File: src/burst_resolution_pkg.sv
package burst_resolution_pkg;

   // ----------------------------------------------------------------
   // Register map of one serial pair page
   // ----------------------------------------------------------------
   localparam logic [7:0] ADDR_BURST_CONTROL = 8'h37;
   localparam logic [7:0] ADDR_LOW_RES_COUNT_TOP = 8'h39;
   localparam logic [7:0] ADDR_LOW_RES_COUNT_UPPER = 8'h3A;
   localparam logic [7:0] ADDR_LOW_RES_COUNT_MIDDLE = 8'h3B;
   localparam logic [7:0] ADDR_LOW_RES_COUNT_BOTTOM = 8'h3C;
   localparam logic [7:0] ADDR_HIGH_RES_COUNT_TOP = 8'h3D;
   localparam logic [7:0] ADDR_HIGH_RES_COUNT_UPPER = 8'h3E;
   localparam logic [7:0] ADDR_HIGH_RES_COUNT_MIDDLE = 8'h3F;
   localparam logic [7:0] ADDR_HIGH_RES_COUNT_BOTTOM = 8'h40;

   // ----------------------------------------------------------------
   // Field positions of the burst control register
   // ----------------------------------------------------------------
   localparam int SECOND_BIT_FLAG_EN_POS = 7;
   localparam int FIRST_BIT_FLAG_EN_POS = 6;
   localparam int LOAD_COUNTS_POS = 5;
   localparam int TRIGGER_CROSS_POS = 4;
   localparam int AUTO_TRIGGER_POS = 3;
   localparam int RATIO_INVALID_POS = 1;
   localparam logic [7:0] CONTROL_WRITE_MASK = 8'hF8;
   localparam logic [7:0] TOP_NIBBLE_MASK = 8'h0F;

   // ----------------------------------------------------------------
   // Sizes and values after reset
   // ----------------------------------------------------------------
   localparam int COUNT_WIDTH = 28;
   localparam int PAIR_COUNT = 2;
   localparam logic [29:0] MIN_RATIO = 30'h0000_0003;
   localparam logic [7:0] CONTROL_RESET = 8'h00;
   localparam logic [27:0] COUNT_RESET = 28'h000_0000;

   // ----------------------------------------------------------------
   // Carriers
   // ----------------------------------------------------------------
   typedef struct packed {
      logic wr;
      logic rd;
      logic page;
      logic [7:0] addr;
      logic [7:0] wdata;
   } reg_req_t;

   typedef struct packed {
      logic valid;
      logic [7:0] data;
   } reg_rsp_t;

   typedef enum logic [1:0] {
      SEQ_IDLE,
      SEQ_HIGH,
      SEQ_LOW
   } seq_state_t;

endpackage

File: src/burst_sequencer.sv
`timescale 1ns/1ps
module burst_sequencer
   import burst_resolution_pkg::*;
#(
   parameter int CW = COUNT_WIDTH
) (
   // Clock and reset
   input wire logic clk_i,
   input wire logic rst_b_i,
   // Burst request and lengths
   input wire logic trigger_i,
   input wire logic [CW-1:0] high_len_i,
   input wire logic [CW-1:0] low_len_i,
   // Burst status
   output logic high_res_flag_o,
   output logic busy_o
);

   typedef struct packed {
      seq_state_t state;
      logic [CW-1:0] remain;
      logic flag;
   } seq_t;

   seq_t cur;
   seq_t next_cur;

   // ----------------------------------------------------------------
   // Burst walk
   // ----------------------------------------------------------------
   // A trigger during a burst is dropped, so a burst always completes.
   always_comb begin
      next_cur = cur;
      unique case (cur.state)
         SEQ_IDLE: begin
            if (trigger_i && high_len_i != '0) begin
               next_cur.state = SEQ_HIGH;
               next_cur.remain = high_len_i - CW'(1);
               next_cur.flag = 1'b1;
            end else if (trigger_i && low_len_i != '0) begin
               next_cur.state = SEQ_LOW;
               next_cur.remain = low_len_i - CW'(1);
               next_cur.flag = 1'b0;
            end
         end
         SEQ_HIGH: begin
            if (cur.remain != '0) begin
               next_cur.remain = cur.remain - CW'(1);
            end else if (low_len_i != '0) begin
               next_cur.state = SEQ_LOW;
               next_cur.remain = low_len_i - CW'(1);
               next_cur.flag = 1'b0;
            end else begin
               next_cur.state = SEQ_IDLE;
               next_cur.flag = 1'b0;
            end
         end
         SEQ_LOW: begin
            if (cur.remain != '0) begin
               next_cur.remain = cur.remain - CW'(1);
            end else begin
               next_cur.state = SEQ_IDLE;
            end
         end
      endcase
   end

   always_ff @(posedge clk_i or negedge rst_b_i) begin
      if (!rst_b_i) begin
         cur <= '{state: SEQ_IDLE, remain: '0, flag: 1'b0};
      end else begin
         cur <= next_cur;
      end
   end

   assign high_res_flag_o = cur.flag;
   assign busy_o = (cur.state != SEQ_IDLE);
endmodule

File: src/burst_resolution_control.sv
`timescale 1ns/1ps
module burst_resolution_control
   import burst_resolution_pkg::*;
#(
   parameter int CW = COUNT_WIDTH
) (
   // Clock and reset
   input wire logic clk_i,
   input wire logic rst_b_i,
   // Paged register port
   input wire reg_req_t reg_req_i,
   output reg_rsp_t reg_rsp_o,
   // Trigger pins, first pair then second pair
   input wire logic first_pair_trigger_pin_i,
   input wire logic second_pair_trigger_pin_i,
   // Low-resolution sample counts offered to each page
   input wire logic [PAIR_COUNT-1:0][CW-1:0] low_res_count_i,
   // Output LSBs per pair, bit 1 above bit 0
   output logic [PAIR_COUNT-1:0][1:0] res_lsb_o,
   output logic [PAIR_COUNT-1:0] burst_busy_o
);

   // ----------------------------------------------------------------
   // State
   // ----------------------------------------------------------------
   typedef struct packed {
      logic [PAIR_COUNT-1:0][7:0] control;
      logic [PAIR_COUNT-1:0][CW-1:0] high_stage;
      logic [PAIR_COUNT-1:0][CW-1:0] high_active;
      logic [PAIR_COUNT-1:0][CW-1:0] low_active;
      logic [PAIR_COUNT-1:0] pin_prev;
      logic [PAIR_COUNT-1:0][1:0] lsb;
      reg_rsp_t rsp;
   } ctl_t;

   ctl_t cur;
   ctl_t next_cur;
   logic [PAIR_COUNT-1:0] pin_now;
   logic [PAIR_COUNT-1:0] trigger;
   logic [PAIR_COUNT-1:0] ratio_invalid;
   logic [PAIR_COUNT-1:0] flag;
   logic [PAIR_COUNT-1:0] busy;

   assign pin_now = {second_pair_trigger_pin_i, first_pair_trigger_pin_i};

   // ----------------------------------------------------------------
   // Helpers
   // ----------------------------------------------------------------
   // The low count must be at least three times the high count.
   function automatic logic ratio_bad(input logic [CW-1:0] low, input logic [CW-1:0] high);
      logic [29:0] low_w;
      logic [29:0] triple;
      low_w = 30'(low);
      triple = 30'(high) * MIN_RATIO;
      return low_w < triple;
   endfunction

   // Top byte holds only bits 27 to 24, the rest read as zero.
   function automatic logic [7:0] count_byte(input logic [CW-1:0] count, input int idx);
      logic [31:0] wide;
      wide = 32'(count);
      return wide[idx*8 +: 8];
   endfunction

   function automatic logic [7:0] read_mux(input ctl_t s, input logic pg,
                                            input logic [7:0] addr, input logic alarm);
      logic [7:0] d;
      d = 8'h00;
      unique case (addr)
         ADDR_BURST_CONTROL: begin
            d = s.control[pg] & CONTROL_WRITE_MASK;
            d[RATIO_INVALID_POS] = alarm;
         end
         ADDR_LOW_RES_COUNT_TOP: d = count_byte(s.low_active[pg], 3) & TOP_NIBBLE_MASK;
         ADDR_LOW_RES_COUNT_UPPER: d = count_byte(s.low_active[pg], 2);
         ADDR_LOW_RES_COUNT_MIDDLE: d = count_byte(s.low_active[pg], 1);
         ADDR_LOW_RES_COUNT_BOTTOM: d = count_byte(s.low_active[pg], 0);
         ADDR_HIGH_RES_COUNT_TOP: d = count_byte(s.high_stage[pg], 3) & TOP_NIBBLE_MASK;
         ADDR_HIGH_RES_COUNT_UPPER: d = count_byte(s.high_stage[pg], 2);
         ADDR_HIGH_RES_COUNT_MIDDLE: d = count_byte(s.high_stage[pg], 1);
         ADDR_HIGH_RES_COUNT_BOTTOM: d = count_byte(s.high_stage[pg], 0);
         default: d = 8'h00;
      endcase
      return d;
   endfunction

   // ----------------------------------------------------------------
   // Trigger selection and alarm
   // ----------------------------------------------------------------
   always_comb begin
      for (int p = 0; p < PAIR_COUNT; p++) begin
         logic pin_sel;
         logic pin_last;
         pin_sel = 1'b0;
         pin_last = 1'b0;
         if (cur.control[p][TRIGGER_CROSS_POS]) begin
            pin_sel = pin_now[PAIR_COUNT-1-p];
            pin_last = cur.pin_prev[PAIR_COUNT-1-p];
         end else begin
            pin_sel = pin_now[p];
            pin_last = cur.pin_prev[p];
         end
         trigger[p] = cur.control[p][AUTO_TRIGGER_POS] ? 1'b1 : (pin_sel & ~pin_last);
         ratio_invalid[p] = ratio_bad(low_res_count_i[p], cur.high_stage[p]);
      end
   end

   // ----------------------------------------------------------------
   // Burst sequencers, one per pair
   // ----------------------------------------------------------------
   for (genvar g = 0; g < PAIR_COUNT; g++) begin : g_pair
      burst_sequencer #(
         .CW(CW)
      ) u_seq (
         .clk_i(clk_i),
         .rst_b_i(rst_b_i),
         .trigger_i(trigger[g]),
         .high_len_i(cur.high_active[g]),
         .low_len_i(cur.low_active[g]),
         .high_res_flag_o(flag[g]),
         .busy_o(busy[g])
      );
   end

   // ----------------------------------------------------------------
   // Register writes, count loading and output bits
   // ----------------------------------------------------------------
   always_comb begin
      logic pg;
      pg = reg_req_i.page;
      next_cur = cur;
      next_cur.pin_prev = pin_now;
      if (reg_req_i.wr) begin
         unique case (reg_req_i.addr)
            ADDR_BURST_CONTROL:
               next_cur.control[pg] = reg_req_i.wdata & CONTROL_WRITE_MASK;
            ADDR_HIGH_RES_COUNT_TOP:
               next_cur.high_stage[pg][27:24] = reg_req_i.wdata[3:0];
            ADDR_HIGH_RES_COUNT_UPPER:
               next_cur.high_stage[pg][23:16] = reg_req_i.wdata;
            ADDR_HIGH_RES_COUNT_MIDDLE:
               next_cur.high_stage[pg][15:8] = reg_req_i.wdata;
            ADDR_HIGH_RES_COUNT_BOTTOM:
               next_cur.high_stage[pg][7:0] = reg_req_i.wdata;
            default: begin
            end
         endcase
      end
      for (int p = 0; p < PAIR_COUNT; p++) begin
         if (cur.control[p][LOAD_COUNTS_POS]) begin
            next_cur.high_active[p] = cur.high_stage[p];
            next_cur.low_active[p] = low_res_count_i[p];
         end
         next_cur.lsb[p][1] = cur.control[p][SECOND_BIT_FLAG_EN_POS] & flag[p];
         next_cur.lsb[p][0] = cur.control[p][FIRST_BIT_FLAG_EN_POS] & flag[p];
      end
      next_cur.rsp.valid = reg_req_i.rd;
      next_cur.rsp.data = reg_req_i.rd ?
         read_mux(cur, pg, reg_req_i.addr, ratio_invalid[pg]) : 8'h00;
   end

   always_ff @(posedge clk_i or negedge rst_b_i) begin
      if (!rst_b_i) begin
         cur <= '0;
      end else begin
         cur <= next_cur;
      end
   end

   assign reg_rsp_o = cur.rsp;
   assign res_lsb_o = cur.lsb;
   assign burst_busy_o = busy;
endmodule

File: config.mk
export PLATFORM = sky130hd
export DESIGN_NAME = burst_resolution_control
export DESIGN_NICKNAME = d
export VERILOG_FILES = /design/src/burst_resolution_pkg.sv /design/src/burst_sequencer.sv /design/src/burst_resolution_control.sv
export SDC_FILE = /design/constraint.sdc
export NUM_CORES = 1
export LEC_CHECK = 0
export ABC_CLOCK_PERIOD_IN_PS = 3800
export BUFFER_PORTS_ARGS = -buffer_cell sky130_fd_sc_hd__buf_2
export CAP_MARGIN = 0
export CELL_PAD_IN_SITES_DETAIL_PLACEMENT = 0
export CELL_PAD_IN_SITES_GLOBAL_PLACEMENT = 1
export CORE_MARGIN = 2
export CORE_UTILIZATION = 44
export DETAILED_ROUTE_END_ITERATION = 12
export GPL_TIMING_DRIVEN = 0
export PLACE_DENSITY_LB_ADDON = 0.1
export SETUP_SLACK_MARGIN = 0.15
export SLEW_MARGIN = 10
export SYNTH_ARGS = -nofsm -noshare
export SYNTH_HDL_FRONTEND = slang
export SYNTH_HIERARCHICAL = 1
export SYNTH_SLANG_ARGS = --single-unit
File: constraint.sdc
create_clock -name clk_i -period 3.8 [get_ports clk_i]
set_input_delay 0.57 -clock clk_i [delete_from_list [all_inputs] [get_ports clk_i]]
set_output_delay 0.57 -clock clk_i [all_outputs]
set_load 0.005 [all_outputs]
==> flow_summary.yaml <==
worst_setup_path:
  critPathLaunch: "cur[156]"
  crit_top_cell: "nand3_2"
  endpoint_kind: "flip-flop"
  crit_required_ns: 4.33
  slowest_delay_ns: 0.46
  worstPathMaxFanout: 4
  r2r_slack_ns: -0.33
  r2r-start: "cur[156]"
  crit_path_cell_trace: "ha_4, inv_2, fa_2, nor2b_1, o21a_1, a31o_1, o21a_4, nand3_2, o21ai_2, a21o_1, a21oi_2, xor2_1, ha_1, nand3_2, a21boi_2, o211ai_1, a31oi_1, a211oi_1, o21ai_1, a221oi_2, o31a_1, o41a_1"
  critPathLaunchType: "flip-flop"
  slowest_stage: "dfrtp_2"
  rr_endpoint: "reg_rsp_o[1]"
  crit_arrival_ns: 4.66
  path_class: "reg2reg"
  r2r_cells: 22
  cp-endpoint: "reg_rsp_o[1]"
synth:
  synth_fa_ha_area_frac: 0.0849
  async_flop_share: 1.00
  synth_area_leader_cell: "dfrtp_1"
  yosysMostFrequentCell: "dfrtp_1"
  yosysWarnings: 6
  synth-edff-count: 0
  yosysUniqueCellTypes: 99
  synth_seq_cells: 255
  synth-seq-area-share: 0.340
  synth-xor-area-share: 0.0691
  synthMuxAreaShare: 0.124
  syn-cell-area_um2: 18800
  yosys-top-cells-count: "dfrtp_1 (255), mux2_2 (178), nand2_1 (149)"
  synth_cells: 1995
  syn_area_per_cell_um2: 9.40
  synth-simple-area-share: 0.176
  ys.flop_type: "dfrtp_1"
  synth_top_family_by_area: "simple AND/OR/NAND/NOR gates"
  syn_nets: 2200
  ys_top_cells_by_area: "dfrtp_1 (34%), mux2_2 (11%), ha_1 (8.3%)"
  synthDominantCellAreaShare: 0.340
  synth_compound_area_frac: 0.173
global_route:
  antenna_found_initial: 0
  grt_pass1_wl_um: 99100
  grt_max_degree: 111
  grt_util_met3: 0.0364
  groute.layer.met2.usage: 0.459
  grt_busiest_layer: "met2"
  grt_overflow: 0
  grt_pass1_vias: 16000
  grt_use_total: 0.293
  met1_usage: 0.437
cts:
  clock-root-buffer: "clkbuf_16"
  cts_inserted_buffers: 31
  cts_max_path_buffers: 3
  cts_tree: "built"
  htree_levels: 1
  clkSinkCount: 255
  clkLatencyLatePin_ns: 0.60
  path_clk_slew_ns: 0.06
timing:
  setup_viol: 1
  maxSlewHeadroom: 0.308
  period_needed_ns: 4.13
  final_max_slew_viol_count: 0
  fmax_ghz: 0.242
  layout_setup_ws_ns: -0.330
  min_period_over_period: 1.09
  worst_pin_slew_ns: 1.03
  rsz0062_at_grt: "true"
  fin_skew_ns: 0.0174
  finalHoldViolations: 0
  timing.hold.ws_ns: 0.102
floorplan:
  die_w_um: 210
  start_util: 0.446
  core_area_um2: 42000
  die-area_um2: 44300
  fp-row-count: 75
  ios: 94
  fp.dieH_um: 210
place:
  gp_congestion: 0.931
  dp.cells: 2626
  place.detailed.hpwl_um: 49700
  portBuffers: 90
  dp_slack_ns: -0.817
finish:
  fillerInstances: 3949
  drive_above_1_share: 0.250
  num_antenna_cells: 0
  final_cells: 2729
  area_delta_synth_final_pct: 15.6
  nNetsFinal: 2371
  final_core_util: 0.516
routing:
  drt_iter0_markers: 1620
  vias_per_cell: 6.11
  routed_wirelength_um: 65300
  drt_first_pass_iters: 6
  ant_nets: 0
  drc: 0
  wire_per_inst_um: 23.9
  vias: 16700
power:
  power_density_nw_per_um2: 554
  vdd_drop_max_mv: 0.312
  p_leak_nw: 9.96
  power_mw: 12.0
worst_hold_path:
  hp-class: "in2reg"
outcome:
  status: "complete, but fails checks"
  violations: "setup timing"
job:
  drv_cap: 0
-- kinds of logic after synthesis --
kind of cell | after synthesis
and+or+nand+nor | 633
AOI/OAI and AO/OA | 491
DFF | 255
muxes | 206
xor gates and xnor gates | 148
buffers and inverters | 136
adders and majority gates | 126
-- cell usage in the layout (no fill, tap or decap), types with 8 or more instances in the layout --
master / count
xor2_1: 65
buf_2: 111
a31oi_1: 8
nor3_1: 76
dfrtp_2: 25
a22oi_1: 9
a22o_1: 8
nand3_1: 30
nand4_1: 20
clkbuf_1: 39
nand3b_1: 8
a21oi_1: 107
inv_1: 46
or2_2: 8
nor2b_1: 10
and2_1: 10
ha_1: 113
o21ai_0: 124
buf_4: 63
buf_1: 11
mux2_2: 178
nand2_1: 148
a21oi_2: 8
or3_1: 26
ha_4: 8
mux2i_1: 25
nor4_1: 42
o22ai_1: 52
or4_1: 21
dfrtp_1: 230
nand2b_1: 21
nor2_1: 146
o21ai_1: 19
xnor2_1: 82
clkbuf_16: 31
a21o_1: 41
-- routing by layer --
layer | vias up | wire (um)
li1 | 7771 | -
met4 | 0 | 1350
met5 | - | 0
met1 | 8279 | 31000
met3 | 85 | 4110
met2 | 548 | 28800
-- final cells by class --
type,count,area (um^2),share of cell area
flip-flops and latches,255,6410,0.296
inverters,48,180,0.00831
plain buffers,88,452,0.0208
repair buffers,138,871,0.0402
clock buffers,40,830,0.0383
multi-input cells,1604,12100,0.556
well taps,539,674,0.0311
clock inverters,17,205,0.00947
-- worst max-delay path, delay by kind of cell, from the launching register on --
kind,cells,cell delay (ns)
buf+inv,1,0.04
simple gates,3,0.29
flops,1,0.46
fa+ha+maj,3,0.84
compound gates,14,2.26
xor+xnor,1,0.15
-- per-stage QoR --
stage / setup TNS (ns) / area (um^2)
after floorplan: 0 / 18800
final: -0.330 / 21700
after detailed placement: -0.817 / 20000
after global routing: -0.525 / 21700
after CTS: -0.264 / 21500
after global placement: -643.94 / 20000
-- power by group --
group	switching, mW	internal, mW
Clock	1.28	1.76
Combinational	3.04	1.92
Sequential	0.791	3.22
Total	5.11	6.89
-- registers in the layout (all words and copies together) (netlist names) --
name,flops
cur,180
g_pair.u_seq/cur,60
reg_rsp_o,9
res_lsb_o,4
g_pair.u_seq/high_res_flag_o,2
-- what timing repair did --
action	CTS	global route
setup endpoints to repair	1	1
resized for setup	59	16
pin swaps	19	38
hold endpoints to repair	51	0
setup buffers	34	11
hold buffers	1	0
-- worst min path at each step --
stage / depth (start not counted) / to / slack, ns / startpoint
2_1_floorplan: 0 / cur[100] / 0.27 / rst_b_i
3_3_place_gp: 2 / g_pair[0].u_seq/cur[15] / 0.48 / g_pair[0].u_seq/cur[15]
3_5_place_dp: 2 / g_pair[1].u_seq/cur[15] / 0.48 / g_pair[1].u_seq/cur[15]
4_1_cts: 1 / reg_rsp_o[8] / 0.08 / reg_req_i[17]
5_1_grt: 1 / reg_rsp_o[8] / 0.09 / reg_req_i[17]
6_report: 1 / reg_rsp_o[8] / 0.10 / reg_req_i[17]
Power figures use the tool's default switching activity.
